[config.mk]
export PLATFORM = sky130hd
export DESIGN_NAME = i2c_control_wait_logic
export DESIGN_NICKNAME = d
export VERILOG_FILES = /design/src/hdl/line_sync.v /design/src/hdl/i2c_control_wait_logic.v
export VERILOG_INCLUDE_DIRS = /design/src /design/src/hdl
export SDC_FILE = /design/constraint.sdc
export NUM_CORES = 1
export LEC_CHECK = 0
export BUFFER_PORTS_ARGS = -buffer_cell sky130_fd_sc_hd__buf_2
export CAP_MARGIN = 15
export CORE_MARGIN = 2
export CORE_UTILIZATION = 40
export CTS_CLUSTER_DIAMETER = 120
export CTS_CLUSTER_SIZE = 16
export DETAILED_ROUTE_END_ITERATION = 6
export PLACE_DENSITY = 0.63
export SYNTH_ARGS = -nofsm -noshare
export SYNTH_HDL_FRONTEND = slang
export SYNTH_SLANG_ARGS = --single-unit
export TNS_END_PERCENT = 10
[constraint.sdc]
create_clock -name ref_clk_i -period 2.8 [get_ports ref_clk_i]
set_input_delay 0.56 -clock ref_clk_i [delete_from_list [all_inputs] [get_ports ref_clk_i]]
set_output_delay 0.56 -clock ref_clk_i [all_outputs]
set_load 0.01 [all_outputs]
[src/hdl/i2c_ctrl_defines.vh]
`ifndef I2C_CTRL_DEFINES_VH
`define I2C_CTRL_DEFINES_VH

// Register byte addresses on the APB side.
`define ADDR_W            16
`define OFS_BUS_CONTROL   16'hffa8
`define OFS_BUS_STATUS    16'hffac
`define OFS_SLAVE_ADDR    16'hffb0
`define OFS_SHIFT_DATA    16'hffb4

// Field positions of bus_control.
`define CTL_ENABLE        7
`define CTL_EXIT          6
`define CTL_WCANCEL       5
`define CTL_SPIE          4
`define CTL_WTIM          3
`define CTL_ACKE          2
`define CTL_STT           1
`define CTL_SPT           0
`define CTL_RESET         8'h00
`define CTL_READ_MASK     8'hfd

// Field positions of bus_status.
`define STS_MSTS          7
`define STS_COI           6
`define STS_EXC           5
`define STS_WAIT          4
`define STS_TRC           3
`define STS_ACKD          2
`define STS_STD           1
`define STS_SPD           0

// Serial byte framing and the extension code pattern in the first byte.
`define BIT_AT_8TH_FALL   4'h7
`define BIT_AT_9TH_FALL   4'h8
`define EXT_CODE_NIB      4'h0

// Timing: half period of the generated serial clock and start/stop holds.
`define SCL_HALF_NS       5000
`define CLK_FREQ_KHZ      50000
`define KHZ_NS_PER_CYCLE  1000000

`endif

[src/hdl/line_sync.v]
`timescale 1ns/100ps

// Two-flop synchroniser for the open-drain line levels.
// Reset value is high because a released bus line idles high.
module line_sync #(
    parameter WIDTH = 2
) (
    input  wire             ref_clk_i,
    input  wire             reset_n_i,
    input  wire [WIDTH-1:0] async_i,
    output wire [WIDTH-1:0] sync_o
);

    reg [WIDTH-1:0] meta_ff;
    reg [WIDTH-1:0] sync_ff;

    // The first stage feeds only the second stage.
    always @(posedge ref_clk_i or negedge reset_n_i) begin
        if (!reset_n_i) begin
            meta_ff <= {WIDTH{1'b1}};
            sync_ff <= {WIDTH{1'b1}};
        end else begin
            meta_ff <= async_i;
            sync_ff <= meta_ff;
        end
    end

    assign sync_o = sync_ff;

endmodule

[src/hdl/i2c_control_wait_logic.v]
// Added by the designer: the APB interface to the registers.
`timescale 1ns/100ps
`include "i2c_ctrl_defines.vh"

module i2c_control_wait_logic (
    input  wire                 ref_clk_i,
    input  wire                 reset_n_i,
    input  wire                 psel_i,
    input  wire                 penable_i,
    input  wire                 pwrite_i,
    input  wire [`ADDR_W-1:0]   paddr_i,
    input  wire [31:0]          pwdata_i,
    output wire [31:0]          prdata_o,
    output wire                 pready_o,
    output wire                 pslverr_o,
    input  wire                 serial_clock_line_i,
    output wire                 serial_clock_line_o,
    output wire                 serial_clock_line_oe_n_o,
    input  wire                 serial_data_line_i,
    output wire                 serial_data_line_o,
    output wire                 serial_data_line_oe_n_o,
    output wire                 bus_interrupt_o
);

    // Serial clock half period, rounded up to whole system clock cycles.
    localparam integer HALF_INT = ((`SCL_HALF_NS * `CLK_FREQ_KHZ) + `KHZ_NS_PER_CYCLE - 1)
                                  / `KHZ_NS_PER_CYCLE;
    localparam [15:0]  HALF_CYC = HALF_INT[15:0];

    localparam [2:0] ST_IDLE    = 3'b000;
    localparam [2:0] ST_START   = 3'b001;
    localparam [2:0] ST_MASTER  = 3'b010;
    localparam [2:0] ST_SLAVE   = 3'b011;
    localparam [2:0] ST_STOP    = 3'b100;
    localparam [2:0] ST_STANDBY = 3'b101;

    reg  [7:0]  ctl_ff;
    reg  [7:0]  sadr_ff;
    reg  [7:0]  shift_ff;
    reg  [31:0] prdata_ff;
    reg  [2:0]  state_ff;
    reg  [3:0]  bit_cnt_ff;
    reg  [15:0] tmr_ff;
    reg         scl_d_ff;
    reg         sda_d_ff;
    reg         busy_ff;
    reg         addr_phase_ff;
    reg         first_fall_ff;
    reg         rw_ff;
    reg         msts_ff;
    reg         coi_ff;
    reg         exc_ff;
    reg         trc_ff;
    reg         ackd_ff;
    reg         std_ff;
    reg         spd_ff;
    reg         wait_ff;
    reg         wait9_ff;
    reg         stop_ph_ff;
    reg         scl_pull_ff;
    reg         sda_pull_ff;
    reg         irq_ff;
    wire [1:0]  lines_s;
    wire        scl_s;
    wire        sda_s;

    line_sync #(
        .WIDTH     (2)
    ) u_line_sync (
        .ref_clk_i (ref_clk_i),
        .reset_n_i (reset_n_i),
        .async_i   ({serial_clock_line_i, serial_data_line_i}),
        .sync_o    (lines_s)
    );

    assign scl_s = lines_s[1];
    assign sda_s = lines_s[0];

    // Line events seen on the synchronised levels.
    wire scl_rise  = scl_s & ~scl_d_ff;
    wire scl_fall  = ~scl_s & scl_d_ff;
    wire start_det = scl_s & scl_d_ff & sda_d_ff & ~sda_s;
    wire stop_det  = scl_s & scl_d_ff & ~sda_d_ff & sda_s;

    // Address decisions taken on the first byte while not acting as master.
    wire listening  = (state_ff == ST_IDLE) || (state_ff == ST_STANDBY);
    wire match_now  = listening && (shift_ff[7:1] == sadr_ff[7:1]);
    wire ext_now    = listening && !match_now && (shift_ff[7:4] == `EXT_CODE_NIB);
    wire taking_part = (state_ff == ST_MASTER) || (state_ff == ST_SLAVE);
    wire fall8      = (bit_cnt_ff == `BIT_AT_8TH_FALL);
    wire fall9      = (bit_cnt_ff == `BIT_AT_9TH_FALL);

    // Wait points: the address phase has fixed points, data bytes follow the select bit.
    wire wait8 = fall8 && (addr_phase_ff ? ext_now
                                         : (taking_part && !ctl_ff[`CTL_WTIM]));
    wire wait9 = fall9 && (addr_phase_ff ? ((state_ff == ST_MASTER) ||
                                            (state_ff == ST_SLAVE && coi_ff))
                                         : (taking_part && ctl_ff[`CTL_WTIM]));

    // Level the data line should carry while the clock is low.
    wire ack_drive = !trc_ff && (addr_phase_ff ? ((state_ff == ST_SLAVE) &&
                                                  (coi_ff || (exc_ff && ctl_ff[`CTL_ACKE])))
                                               : ctl_ff[`CTL_ACKE]);
    wire drive_low = fall9 ? ack_drive : (trc_ff && !shift_ff[7]);

    // APB decode; every register answers in the access phase without wait states.
    wire setup_rd = psel_i && !penable_i && !pwrite_i;
    wire access   = psel_i && penable_i;
    wire hit_ctl  = (paddr_i == `OFS_BUS_CONTROL);
    wire hit_sts  = (paddr_i == `OFS_BUS_STATUS);
    wire hit_sadr = (paddr_i == `OFS_SLAVE_ADDR);
    wire hit_data = (paddr_i == `OFS_SHIFT_DATA);
    wire hit_any  = hit_ctl || hit_sts || hit_sadr || hit_data;
    wire wr_take  = access && pwrite_i && hit_any;
    wire [7:0] status_vec = {msts_ff, coi_ff, exc_ff, wait_ff, trc_ff, ackd_ff, std_ff, spd_ff};
    reg  [7:0] rd_mux;

    // Read data is captured in the setup phase so prdata comes from a flop.
    always @* begin
        if (hit_ctl) begin
            rd_mux = ctl_ff & `CTL_READ_MASK;
        end else if (hit_sts) begin
            rd_mux = status_vec;
        end else if (hit_sadr) begin
            rd_mux = sadr_ff;
        end else if (hit_data) begin
            rd_mux = shift_ff;
        end else begin
            rd_mux = 8'h00;
        end
    end

    always @(posedge ref_clk_i or negedge reset_n_i) begin
        if (!reset_n_i) begin
            prdata_ff <= 32'h0000_0000;
        end else if (setup_rd) begin
            prdata_ff <= {24'h00_0000, rd_mux};
        end
    end

    // Main control process. Later assignments override earlier ones, so the
    // order below sets priority: exit beats cancel, and software writes win.
    always @(posedge ref_clk_i or negedge reset_n_i) begin
        if (!reset_n_i) begin
            ctl_ff        <= `CTL_RESET;
            sadr_ff       <= 8'h00;
            shift_ff      <= 8'h00;
            state_ff      <= ST_IDLE;
            bit_cnt_ff    <= 4'h0;
            tmr_ff        <= 16'h0000;
            scl_d_ff      <= 1'b1;
            sda_d_ff      <= 1'b1;
            busy_ff       <= 1'b0;
            addr_phase_ff <= 1'b0;
            first_fall_ff <= 1'b0;
            rw_ff         <= 1'b0;
            msts_ff       <= 1'b0;
            coi_ff        <= 1'b0;
            exc_ff        <= 1'b0;
            trc_ff        <= 1'b0;
            ackd_ff       <= 1'b0;
            std_ff        <= 1'b0;
            spd_ff        <= 1'b0;
            wait_ff       <= 1'b0;
            wait9_ff      <= 1'b0;
            stop_ph_ff    <= 1'b0;
            scl_pull_ff   <= 1'b0;
            sda_pull_ff   <= 1'b0;
            irq_ff        <= 1'b0;
        end else begin
            irq_ff   <= 1'b0;
            scl_d_ff <= scl_s;
            sda_d_ff <= sda_s;
            if (!ctl_ff[`CTL_ENABLE]) begin
                // Stopped: status cleared, lines released, triggers dropped.
                state_ff           <= ST_IDLE;
                {msts_ff, coi_ff, exc_ff, trc_ff} <= 4'h0;
                {ackd_ff, std_ff, spd_ff, wait_ff} <= 4'h0;
                wait9_ff           <= 1'b0;
                busy_ff            <= 1'b0;
                bit_cnt_ff         <= 4'h0;
                addr_phase_ff      <= 1'b0;
                first_fall_ff      <= 1'b0;
                scl_pull_ff        <= 1'b0;
                sda_pull_ff        <= 1'b0;
                ctl_ff[`CTL_EXIT]    <= 1'b0;
                ctl_ff[`CTL_WCANCEL] <= 1'b0;
                ctl_ff[`CTL_STT]     <= 1'b0;
                ctl_ff[`CTL_SPT]     <= 1'b0;
            end else begin
                // Data line follows the current bit while the clock is low.
                if (taking_part && !scl_s) begin
                    sda_pull_ff <= drive_low;
                end

                case (state_ff)
                    ST_IDLE: begin
                        if (ctl_ff[`CTL_STT] && !busy_ff) begin
                            state_ff    <= ST_START;
                            sda_pull_ff <= 1'b1;
                            tmr_ff      <= HALF_CYC;
                        end
                    end
                    ST_START: begin
                        if (tmr_ff != 16'h0000) begin
                            tmr_ff <= tmr_ff - 16'h0001;
                        end else begin
                            scl_pull_ff      <= 1'b1;
                            msts_ff          <= 1'b1;
                            trc_ff           <= 1'b1;
                            ctl_ff[`CTL_STT] <= 1'b0;
                            tmr_ff           <= HALF_CYC;
                            state_ff         <= ST_MASTER;
                        end
                    end
                    ST_MASTER: begin
                        if (!wait_ff) begin
                            // Clock generation; a stretched clock holds the count.
                            if (tmr_ff != 16'h0000) begin
                                if (scl_pull_ff || scl_s) begin
                                    tmr_ff <= tmr_ff - 16'h0001;
                                end
                            end else begin
                                scl_pull_ff <= ~scl_pull_ff;
                                tmr_ff      <= HALF_CYC;
                            end
                        end else if (ctl_ff[`CTL_SPT]) begin
                            state_ff    <= ST_STOP;
                            stop_ph_ff  <= 1'b0;
                            sda_pull_ff <= 1'b1;
                            wait_ff     <= 1'b0;
                            tmr_ff      <= HALF_CYC;
                        end
                    end
                    ST_STOP: begin
                        if (tmr_ff != 16'h0000) begin
                            tmr_ff <= tmr_ff - 16'h0001;
                        end else if (!stop_ph_ff) begin
                            scl_pull_ff <= 1'b0;
                            stop_ph_ff  <= 1'b1;
                            tmr_ff      <= HALF_CYC;
                        end else if (scl_s) begin
                            sda_pull_ff      <= 1'b0;
                            ctl_ff[`CTL_SPT] <= 1'b0;
                        end
                    end
                    ST_SLAVE: begin
                        // A wait ended by a data load lets go of the clock after a half period.
                        if (!wait_ff && scl_pull_ff) begin
                            if (tmr_ff != 16'h0000) begin
                                tmr_ff <= tmr_ff - 16'h0001;
                            end else begin
                                scl_pull_ff <= 1'b0;
                            end
                        end
                    end
                    default: begin
                    end
                endcase

                // Start and stop conditions seen on the bus.
                if (start_det) begin
                    busy_ff       <= 1'b1;
                    std_ff        <= 1'b1;
                    spd_ff        <= 1'b0;
                    bit_cnt_ff    <= 4'h0;
                    addr_phase_ff <= 1'b1;
                    first_fall_ff <= 1'b1;
                    if (state_ff == ST_SLAVE) begin
                        state_ff <= ST_IDLE;
                        coi_ff   <= 1'b0;
                        exc_ff   <= 1'b0;
                        trc_ff   <= 1'b0;
                    end
                end
                if (stop_det) begin
                    busy_ff     <= 1'b0;
                    spd_ff      <= 1'b1;
                    std_ff      <= 1'b0;
                    {msts_ff, coi_ff, exc_ff, trc_ff} <= 4'h0;
                    wait_ff     <= 1'b0;
                    scl_pull_ff <= 1'b0;
                    sda_pull_ff <= 1'b0;
                    state_ff    <= ST_IDLE;
                    irq_ff      <= ctl_ff[`CTL_SPIE];
                end

                // Bit sampling on the rising clock edge.
                if (scl_rise && busy_ff) begin
                    if (fall9) begin
                        if (trc_ff) begin
                            ackd_ff <= ~sda_s;
                        end
                    end else begin
                        shift_ff <= {shift_ff[6:0], sda_s};
                    end
                end

                // Falling clock edge: count bits, take address decisions, place waits.
                if (scl_fall && busy_ff && !stop_det) begin
                    if (first_fall_ff) begin
                        first_fall_ff <= 1'b0;
                    end else begin
                        if (fall9) begin
                            bit_cnt_ff    <= 4'h0;
                            addr_phase_ff <= 1'b0;
                            if (addr_phase_ff && state_ff == ST_MASTER) begin
                                trc_ff <= ~rw_ff;
                            end else if (addr_phase_ff && state_ff == ST_SLAVE) begin
                                trc_ff <= rw_ff && coi_ff;
                            end
                        end else begin
                            bit_cnt_ff <= bit_cnt_ff + 4'h1;
                        end
                        if (fall8 && addr_phase_ff) begin
                            rw_ff <= shift_ff[0];
                            if (match_now) begin
                                coi_ff   <= 1'b1;
                                state_ff <= ST_SLAVE;
                            end else if (ext_now) begin
                                exc_ff   <= 1'b1;
                                state_ff <= ST_SLAVE;
                            end
                        end
                        if (wait8 || wait9) begin
                            wait_ff     <= 1'b1;
                            wait9_ff    <= wait9;
                            scl_pull_ff <= 1'b1;
                            irq_ff      <= 1'b1;
                        end
                    end
                end

                // Wait cancel; the transmitter at the ninth clock hands the data line back.
                if (ctl_ff[`CTL_WCANCEL] && wait_ff) begin
                    wait_ff              <= 1'b0;
                    scl_pull_ff          <= 1'b0;
                    tmr_ff               <= HALF_CYC;
                    ctl_ff[`CTL_WCANCEL] <= 1'b0;
                    if (wait9_ff && trc_ff) begin
                        sda_pull_ff <= 1'b0;
                        trc_ff      <= 1'b0;
                    end
                end

                // Exit from communication overrides the hardware logic above in this cycle; the software writes below still win.
                if (ctl_ff[`CTL_EXIT]) begin
                    state_ff    <= ST_STANDBY;
                    scl_pull_ff <= 1'b0;
                    sda_pull_ff <= 1'b0;
                    wait_ff     <= 1'b0;
                    {std_ff, ackd_ff, trc_ff, coi_ff} <= 4'h0;
                    {exc_ff, msts_ff} <= 2'b00;
                    ctl_ff[`CTL_STT]  <= 1'b0;
                    ctl_ff[`CTL_SPT]  <= 1'b0;
                    ctl_ff[`CTL_EXIT] <= 1'b0;
                end
            end

            // Software writes come last so a write beats a same-cycle hardware clear.
            if (wr_take && hit_ctl) begin
                ctl_ff <= pwdata_i[7:0];
            end
            if (wr_take && hit_sadr) begin
                sadr_ff <= {pwdata_i[7:1], 1'b0};
            end
            if (wr_take && hit_data) begin
                shift_ff <= pwdata_i[7:0];
                // Loading the next byte during a wait also ends the wait. The clock stays
                // low for one more half period, so the new first bit is on the data line
                // before the clock rises; a data change with the clock high is a false start.
                if (wait_ff && ctl_ff[`CTL_ENABLE]) begin
                    wait_ff     <= 1'b0;
                    tmr_ff      <= HALF_CYC;
                end
            end
        end
    end

    // Pins are open drain: the driven level is always low, enable is active low.
    assign serial_clock_line_o      = 1'b0;
    assign serial_data_line_o       = 1'b0;
    assign serial_clock_line_oe_n_o = ~scl_pull_ff;
    assign serial_data_line_oe_n_o  = ~sda_pull_ff;
    assign bus_interrupt_o          = irq_ff;
    assign prdata_o                 = prdata_ff;
    assign pready_o                 = 1'b1;
    assign pslverr_o                = access && !hit_any;

endmodule

==> Yosys cells after proc, flatten, opt, wreduce, memory -nomap -nowiden <==
Cells that the tools add are included.
{ "word_totals": {"reg_bits": 77, "latch_bits": 0, "mem_bits_rw": 0, "mem_bits_ro": 0, "in_bits": 55, "out_inout_bits": 39, "word_cells": 319, "mem_count": 0} }
{ "classes": {"addsub": 2, "multipliers": 0, "div_mod_pow": 0, "n_lt_le_gt_ge": 0, "eq_ne": 32, "shifts": 0, "n_mux": 170, "n_bitwise": 15, "n_reduce_logical": 68} }
{ "ops": {"columns": ["operator", "n"], "rows": [
  ["16-bit two-way mux", 14],
  ["1-bit two-way mux", 121],
  ["16-bit case mux with 5 select lines", 1],
  ["16-bit == test, second input constant", 4],
  ["8-bit two-way mux", 8],
  ["3-bit two-way mux", 14],
  ["1-bit logical AND", 34],
  ["4-bit by 2-bit inequality test with 1-bit output, second input constant", 6],
  ["4-bit two-way mux", 5],
  ["16-bit nonzero test", 1],
  ["16-bit by 1-bit subtractor with 16-bit output, second input constant", 1],
  ["1-bit zero test", 11],
  ["1-bit logical OR", 9],
  ["3-bit by 2-bit inequality test with 1-bit output, second input constant", 3],
  ["3-bit case mux with 3 select lines", 1],
  ["3-bit AND reduction", 3],
  ["2-bit inequality test, second input constant", 4],
  ["1-bit inverter", 8],
  ["4-bit AND reduction", 2],
  ["1-bit AND", 7],
  ["7-bit == test", 1],
  ["7-bit two-way mux", 1],
  ["3-bit by 2-bit == test with 1-bit output, second input constant", 2],
  ["3-bit == test, second input constant", 2],
  ["17 further kinds", 24]
]} }

==> Depth between registers and ports, before layout <==
{ "depth": {"ltp_word": 17, "ltp_mapped": 14, "depth_no_buf": 13} }

==> Cells and area by module <==
From an unflattened synthesis, not the netlist that was laid out.
{ "unflattened": {"hier_cells": 581, "hier_area_um2": 5178.7} }
{ "modules_own_cells": {"columns": ["mod", "n_inst", "cells_each", "area_per_inst_um2", "seq_area_each_um2"], "rows": [
  ["i2c_control_wait_logic", 1, 577, 5073.6, 1829.3],
  ["line_sync", 1, 4, 105.1, 105.1]
]} }

==> Worst setup path after synthesis <==
OpenSTA, ideal clock, no wires.
{ "synth_path": {"path_kind": "input port to flip-flop", "startpoint": "input paddr_i[1]", "endpoint": "register sadr_ff[1]", "setup_time_ps": 127, "arrival_ps": 2474, "t_required_ps": 2673, "setup_slack_ps": 198, "path_stages": 7, "n_path_buf": 1, "path_cell_list": "or4b_1 > or4_4 > nor3b_2 > and2b_1 > and2_1 > buf_4 > mux2_1"} }
{ "synth_via": {"elab_chain_cells": 6, "elab_cells_between_ends": 9, "classes_between": "eq/ne: 4; reduce/logical: 5"} }
{ "synth_rtl": {"columns": ["item", "line_no", "rtl"], "rows": [
  ["from (decl)", "i2c_control_wait_logic.v:11", "input wire [`ADDR_W-1:0] paddr_i,"],
  ["16-bit == test (no source line)", null, null],
  ["1-bit logical OR (3 in series)", "i2c_control_wait_logic.v:113", "wire hit_any = hit_ctl || hit_sts || hit_sadr || hit_data;"],
  ["1-bit logical AND", "i2c_control_wait_logic.v:114", "wire wr_take = access && pwrite_i && hit_any;"],
  ["1-bit logical AND (*)", "i2c_control_wait_logic.v:364", "if (wr_take && hit_sadr) begin"],
  ["to (signal assigned)", "i2c_control_wait_logic.v:365", "sadr_ff <= {pwdata_i[7:1], 1'b0};"],
  ["to (decl)", "i2c_control_wait_logic.v:38", "reg [7:0] sadr_ff;"]
]} }
Every way passes the cells marked *; elsewhere a longest branch is shown, timed or not.
A chain may end at the register's enable or synchronous reset.

==> Worst setup path in the final report <==
{ "layout_path": {"startpoint": "input paddr_i[1]", "endpoint": "output pslverr_o"} }
{ "layout_via": {"elab_chain_cells": 6, "elab_cells_between_ends": 9, "classes_between": "eq/ne: 4; reduce/logical: 5"} }
{ "layout_rtl": {"columns": ["item", "line_no", "rtl"], "rows": [
  ["16-bit == test (no source line)", null, null],
  ["1-bit logical OR (2 in series)", "i2c_control_wait_logic.v:113", null],
  ["1-bit logical OR (*)", "i2c_control_wait_logic.v:113", null],
  ["1-bit zero test (*)", "i2c_control_wait_logic.v:388", "assign pslverr_o = access && !hit_any;"],
  ["1-bit logical AND (*)", "i2c_control_wait_logic.v:388", null],
  ["to (decl)", "i2c_control_wait_logic.v:15", "output wire pslverr_o,"]
]} }
Marks and branches as above.

==> impl_metrics.toml <==
[sta]
slew_headroom_pct = 58.3
worstMarginPinSlew_ns = 0.625
holdWs_ns = 0.216
setup_tns_ns = 0
period_needed_ns = 2.75
hold_viol = 0
setup_viol = 0
drv_slew = 0
period_share_pct = 98.1
skew_ns = 0.00647
fmax_mhz = 364
rsz0062_at_grt = "no"

[synth]
yosysUniqueCellTypes = 84
synth_cells = 611
synth_common_cells = "dfrtp_1, nor2_1, nand2_1"
synth-main-ff-cell = "dfrtp_1"
synth_area_leaders = "dfrtp_1, buf_4, a21oi_1, nor2_1, nand2_1"
syn-cell-area_um2 = 5250
ys_ff_latch = 77
synthArstFlopShare_pct = 100
yosysTopAreaCell = "dfrtp_1"
synth_top_area_share_pct = 33.9
synth_most_common_cell = "dfrtp_1"
syn_avg_cell_area_um2 = 8.58
synth-edff-count = 0
synth_seq_area_share_pct = 36.9
yosys_warnings = 0

[critical_path]
required_ns = 2.24
critPathMaxFanout = 2
path_buf_inv = 3
worst_ep_arrival_time_ns = 2.19
critPathCaptureType = "output pin"
cp-start-kind = "primary input"
critical-path-top-delay-family = "simple AND/OR/NAND/NOR gates"
cp_common_cell = "buf_2"
max_stage_delay_ns = 0.55
crit_type = "in2out"
slowest_stage = "or4b_1"
crit_chain = "buf_2, or4b_1, or4_4, nor3b_4, buf_4, nor3_1, buf_2"

[placed_design]
place_area_um2 = 5790
hpwl_um = 11800
io_buffer_count = 42
gp_congestion = 0.975

[clock_network]
cts_buffers = 9
clk_latency_ns = 0.35
ctsHoldBuffers = 0
max-clock-path-buffers = 2
path_clk_slew_ns = 0.06
root_buffer = "clkbuf_16"
cts_tree = "yes"
clock_sinks = 77
htree_levels = 3

[floorplanning]
coreArea_um2 = 12700
die_y_um = 119
core.rowCount = 41
die_x_um = 119
dieArea_um2 = 14000
start_util_pct = 41.2
io_pins = 94

[drt]
first_pass_iters = 5
final_antenna_net_count = 0
num_vias = 5059
post_drt_wl_per_cell_um = 18.7
drt_iter0_markers = 358
viasPerCell = 5.94
finalWirelength_um = 15900
drc = 0

[layout]
fillerInstances = 1256
area_delta_synth_final_pct = 16.3
final_nets = 736
design_area_um2 = 6100
layout-drive-gt1-share_pct = 19.3
diodes = 0
utilization_pct = 48.0

[global_routing]
grt_max_degree = 48
grt_pass1_wl_um = 25300
antenna_found_initial = 0
grt.total_usage_pct = 22.8
grt_pass1_vias = 4815
gr-total-overflow = 0

[power_and_ir_drop]
leakagePower_nw = 2.64
p_per_area_nw_per_um2 = 800
vdd_ir_drop_max_mv = 0.552

[run]
maxCapViolCount = 0

[worst_hold_path]
hold_path.class = "in2async"

[outcome]
status = "finished clean"
[logic make-up (layout without fill, tap and decap cells)]
family / after synthesis / in the layout / share of synthesized area, %
AND/OR/NAND/NOR: 219 / 219 / 22.1
flip-flops: 77 / 77 / 36.9
adder cells (fa/ha/maj): 7 / 7 / 1.67
buffers and inverters: 87 / 130 / 8.56
AO/OA/AOI/OAI: 186 / 186 / 24.3
other: 2 / 27 / 0.143
XOR/XNOR: 11 / 11 / 1.84
multiplexers: 22 / 22 / 4.46
[area by class of cell]
| class | instances | area [um^2] | share of cell area [%] |
|---|---|---|---|
| repair buffers | 90 | 598 | 9.80 |
| inverters | 24 | 90.1 | 1.48 |
| clock inverters | 7 | 68.8 | 1.13 |
| multi-input cells | 472 | 2970 | 48.7 |
| flip-flops and latches | 77 | 1930 | 31.7 |
| well taps | 172 | 215 | 3.53 |
| clock buffers | 9 | 225 | 3.69 |
[routing by layer]
layer  vias to the layer above  global-route usage [%]  share of wire, %
li1                       2339                       -                 -
met1                      2489                    30.2                45
met2                       191                    36.9                47
met3                        40                    4.01               5.0
met4                         0                    9.45               3.0
met5                         -                       0                 0
[cells in the final DEF (no fill, tap or decap), types with 8 or more instances in the layout]
master / count
a211oi_1: 9
a21oi_1: 42
a22oi_1: 11
a31oi_1: 12
buf_2: 41
buf_4: 47
clkbuf_16: 9
conb_1: 27
dfrtp_1: 71
inv_1: 23
mux2_1: 9
mux2i_1: 11
nand2_1: 47
nand3_1: 19
nor2_1: 51
nor3_1: 25
o21ai_0: 30
o21ai_1: 8
o31ai_1: 9
or3_1: 9
[worst reg2reg max path: cells and delay by family (launching register included)]
family	cells	cell delay (ns)
and+or+nand+nor	4	1.00
AOI/OAI and AO/OA	4	0.54
buffers and inverters	1	0.10
DFF	1	0.53
adders and majority gates	1	0.28
[sequential cells by signal (all words and copies together) (netlist names), 2 cells and up]
name and cells:
bit_cnt_ff 4, ctl_ff 8, prdata_o 8, sadr_ff 7
shift_ff 8, state_ff 3, tmr_ff 16, u_line_sync.meta_ff 2
u_line_sync.sync_o 2
[through the flow]
step / cells / worst slack (ns) / power (mW)
after floorplan: 636 / 0.198 / 3.01
after global placement: 834 / -0.0263 / 3.64
after detailed placement: 834 / -0.0671 / 3.68
after CTS: 850 / 0.00769 / 4.85
after global routing: 851 / 0.000957 / 5.19
final: 851 / 0.0528 / 4.88
[power by group]
group          internal (mW)  switching (mW)  leakage [nW]
Combinational          0.881            1.20          1.53
Sequential              1.32           0.331         0.974
Clock                  0.622           0.529         0.137
Total                   2.82            2.06          2.64
[final timing paths]
path,startpoint,endpoint,slack [ns],cells after the start
worst max-delay path,paddr_i[1],pslverr_o,0.05,7
worst min-delay path,reset_n_i,prdata_o[1],0.22,1
worst max register to register,tmr_ff[3],tmr_ff[0],0.24,10
worst min register to register,u_line_sync.meta_ff[1],u_line_sync.sync_o[1],0.36,0
max in group asynchronous,reset_n_i,shift_ff[2],1.94,2
min in group ref_clk_i,serial_data_line_i,u_line_sync.meta_ff[0],0.30,1
[timing repair]
item / 4_1_cts / 5_1_grt
gates resized for setup: 1 / 1
buffers inserted: 0 / 1
setup endpoints to repair: 1 / 2
pin swaps: 1 / 1
Note: power is estimated with default switching activity, not from simulation.
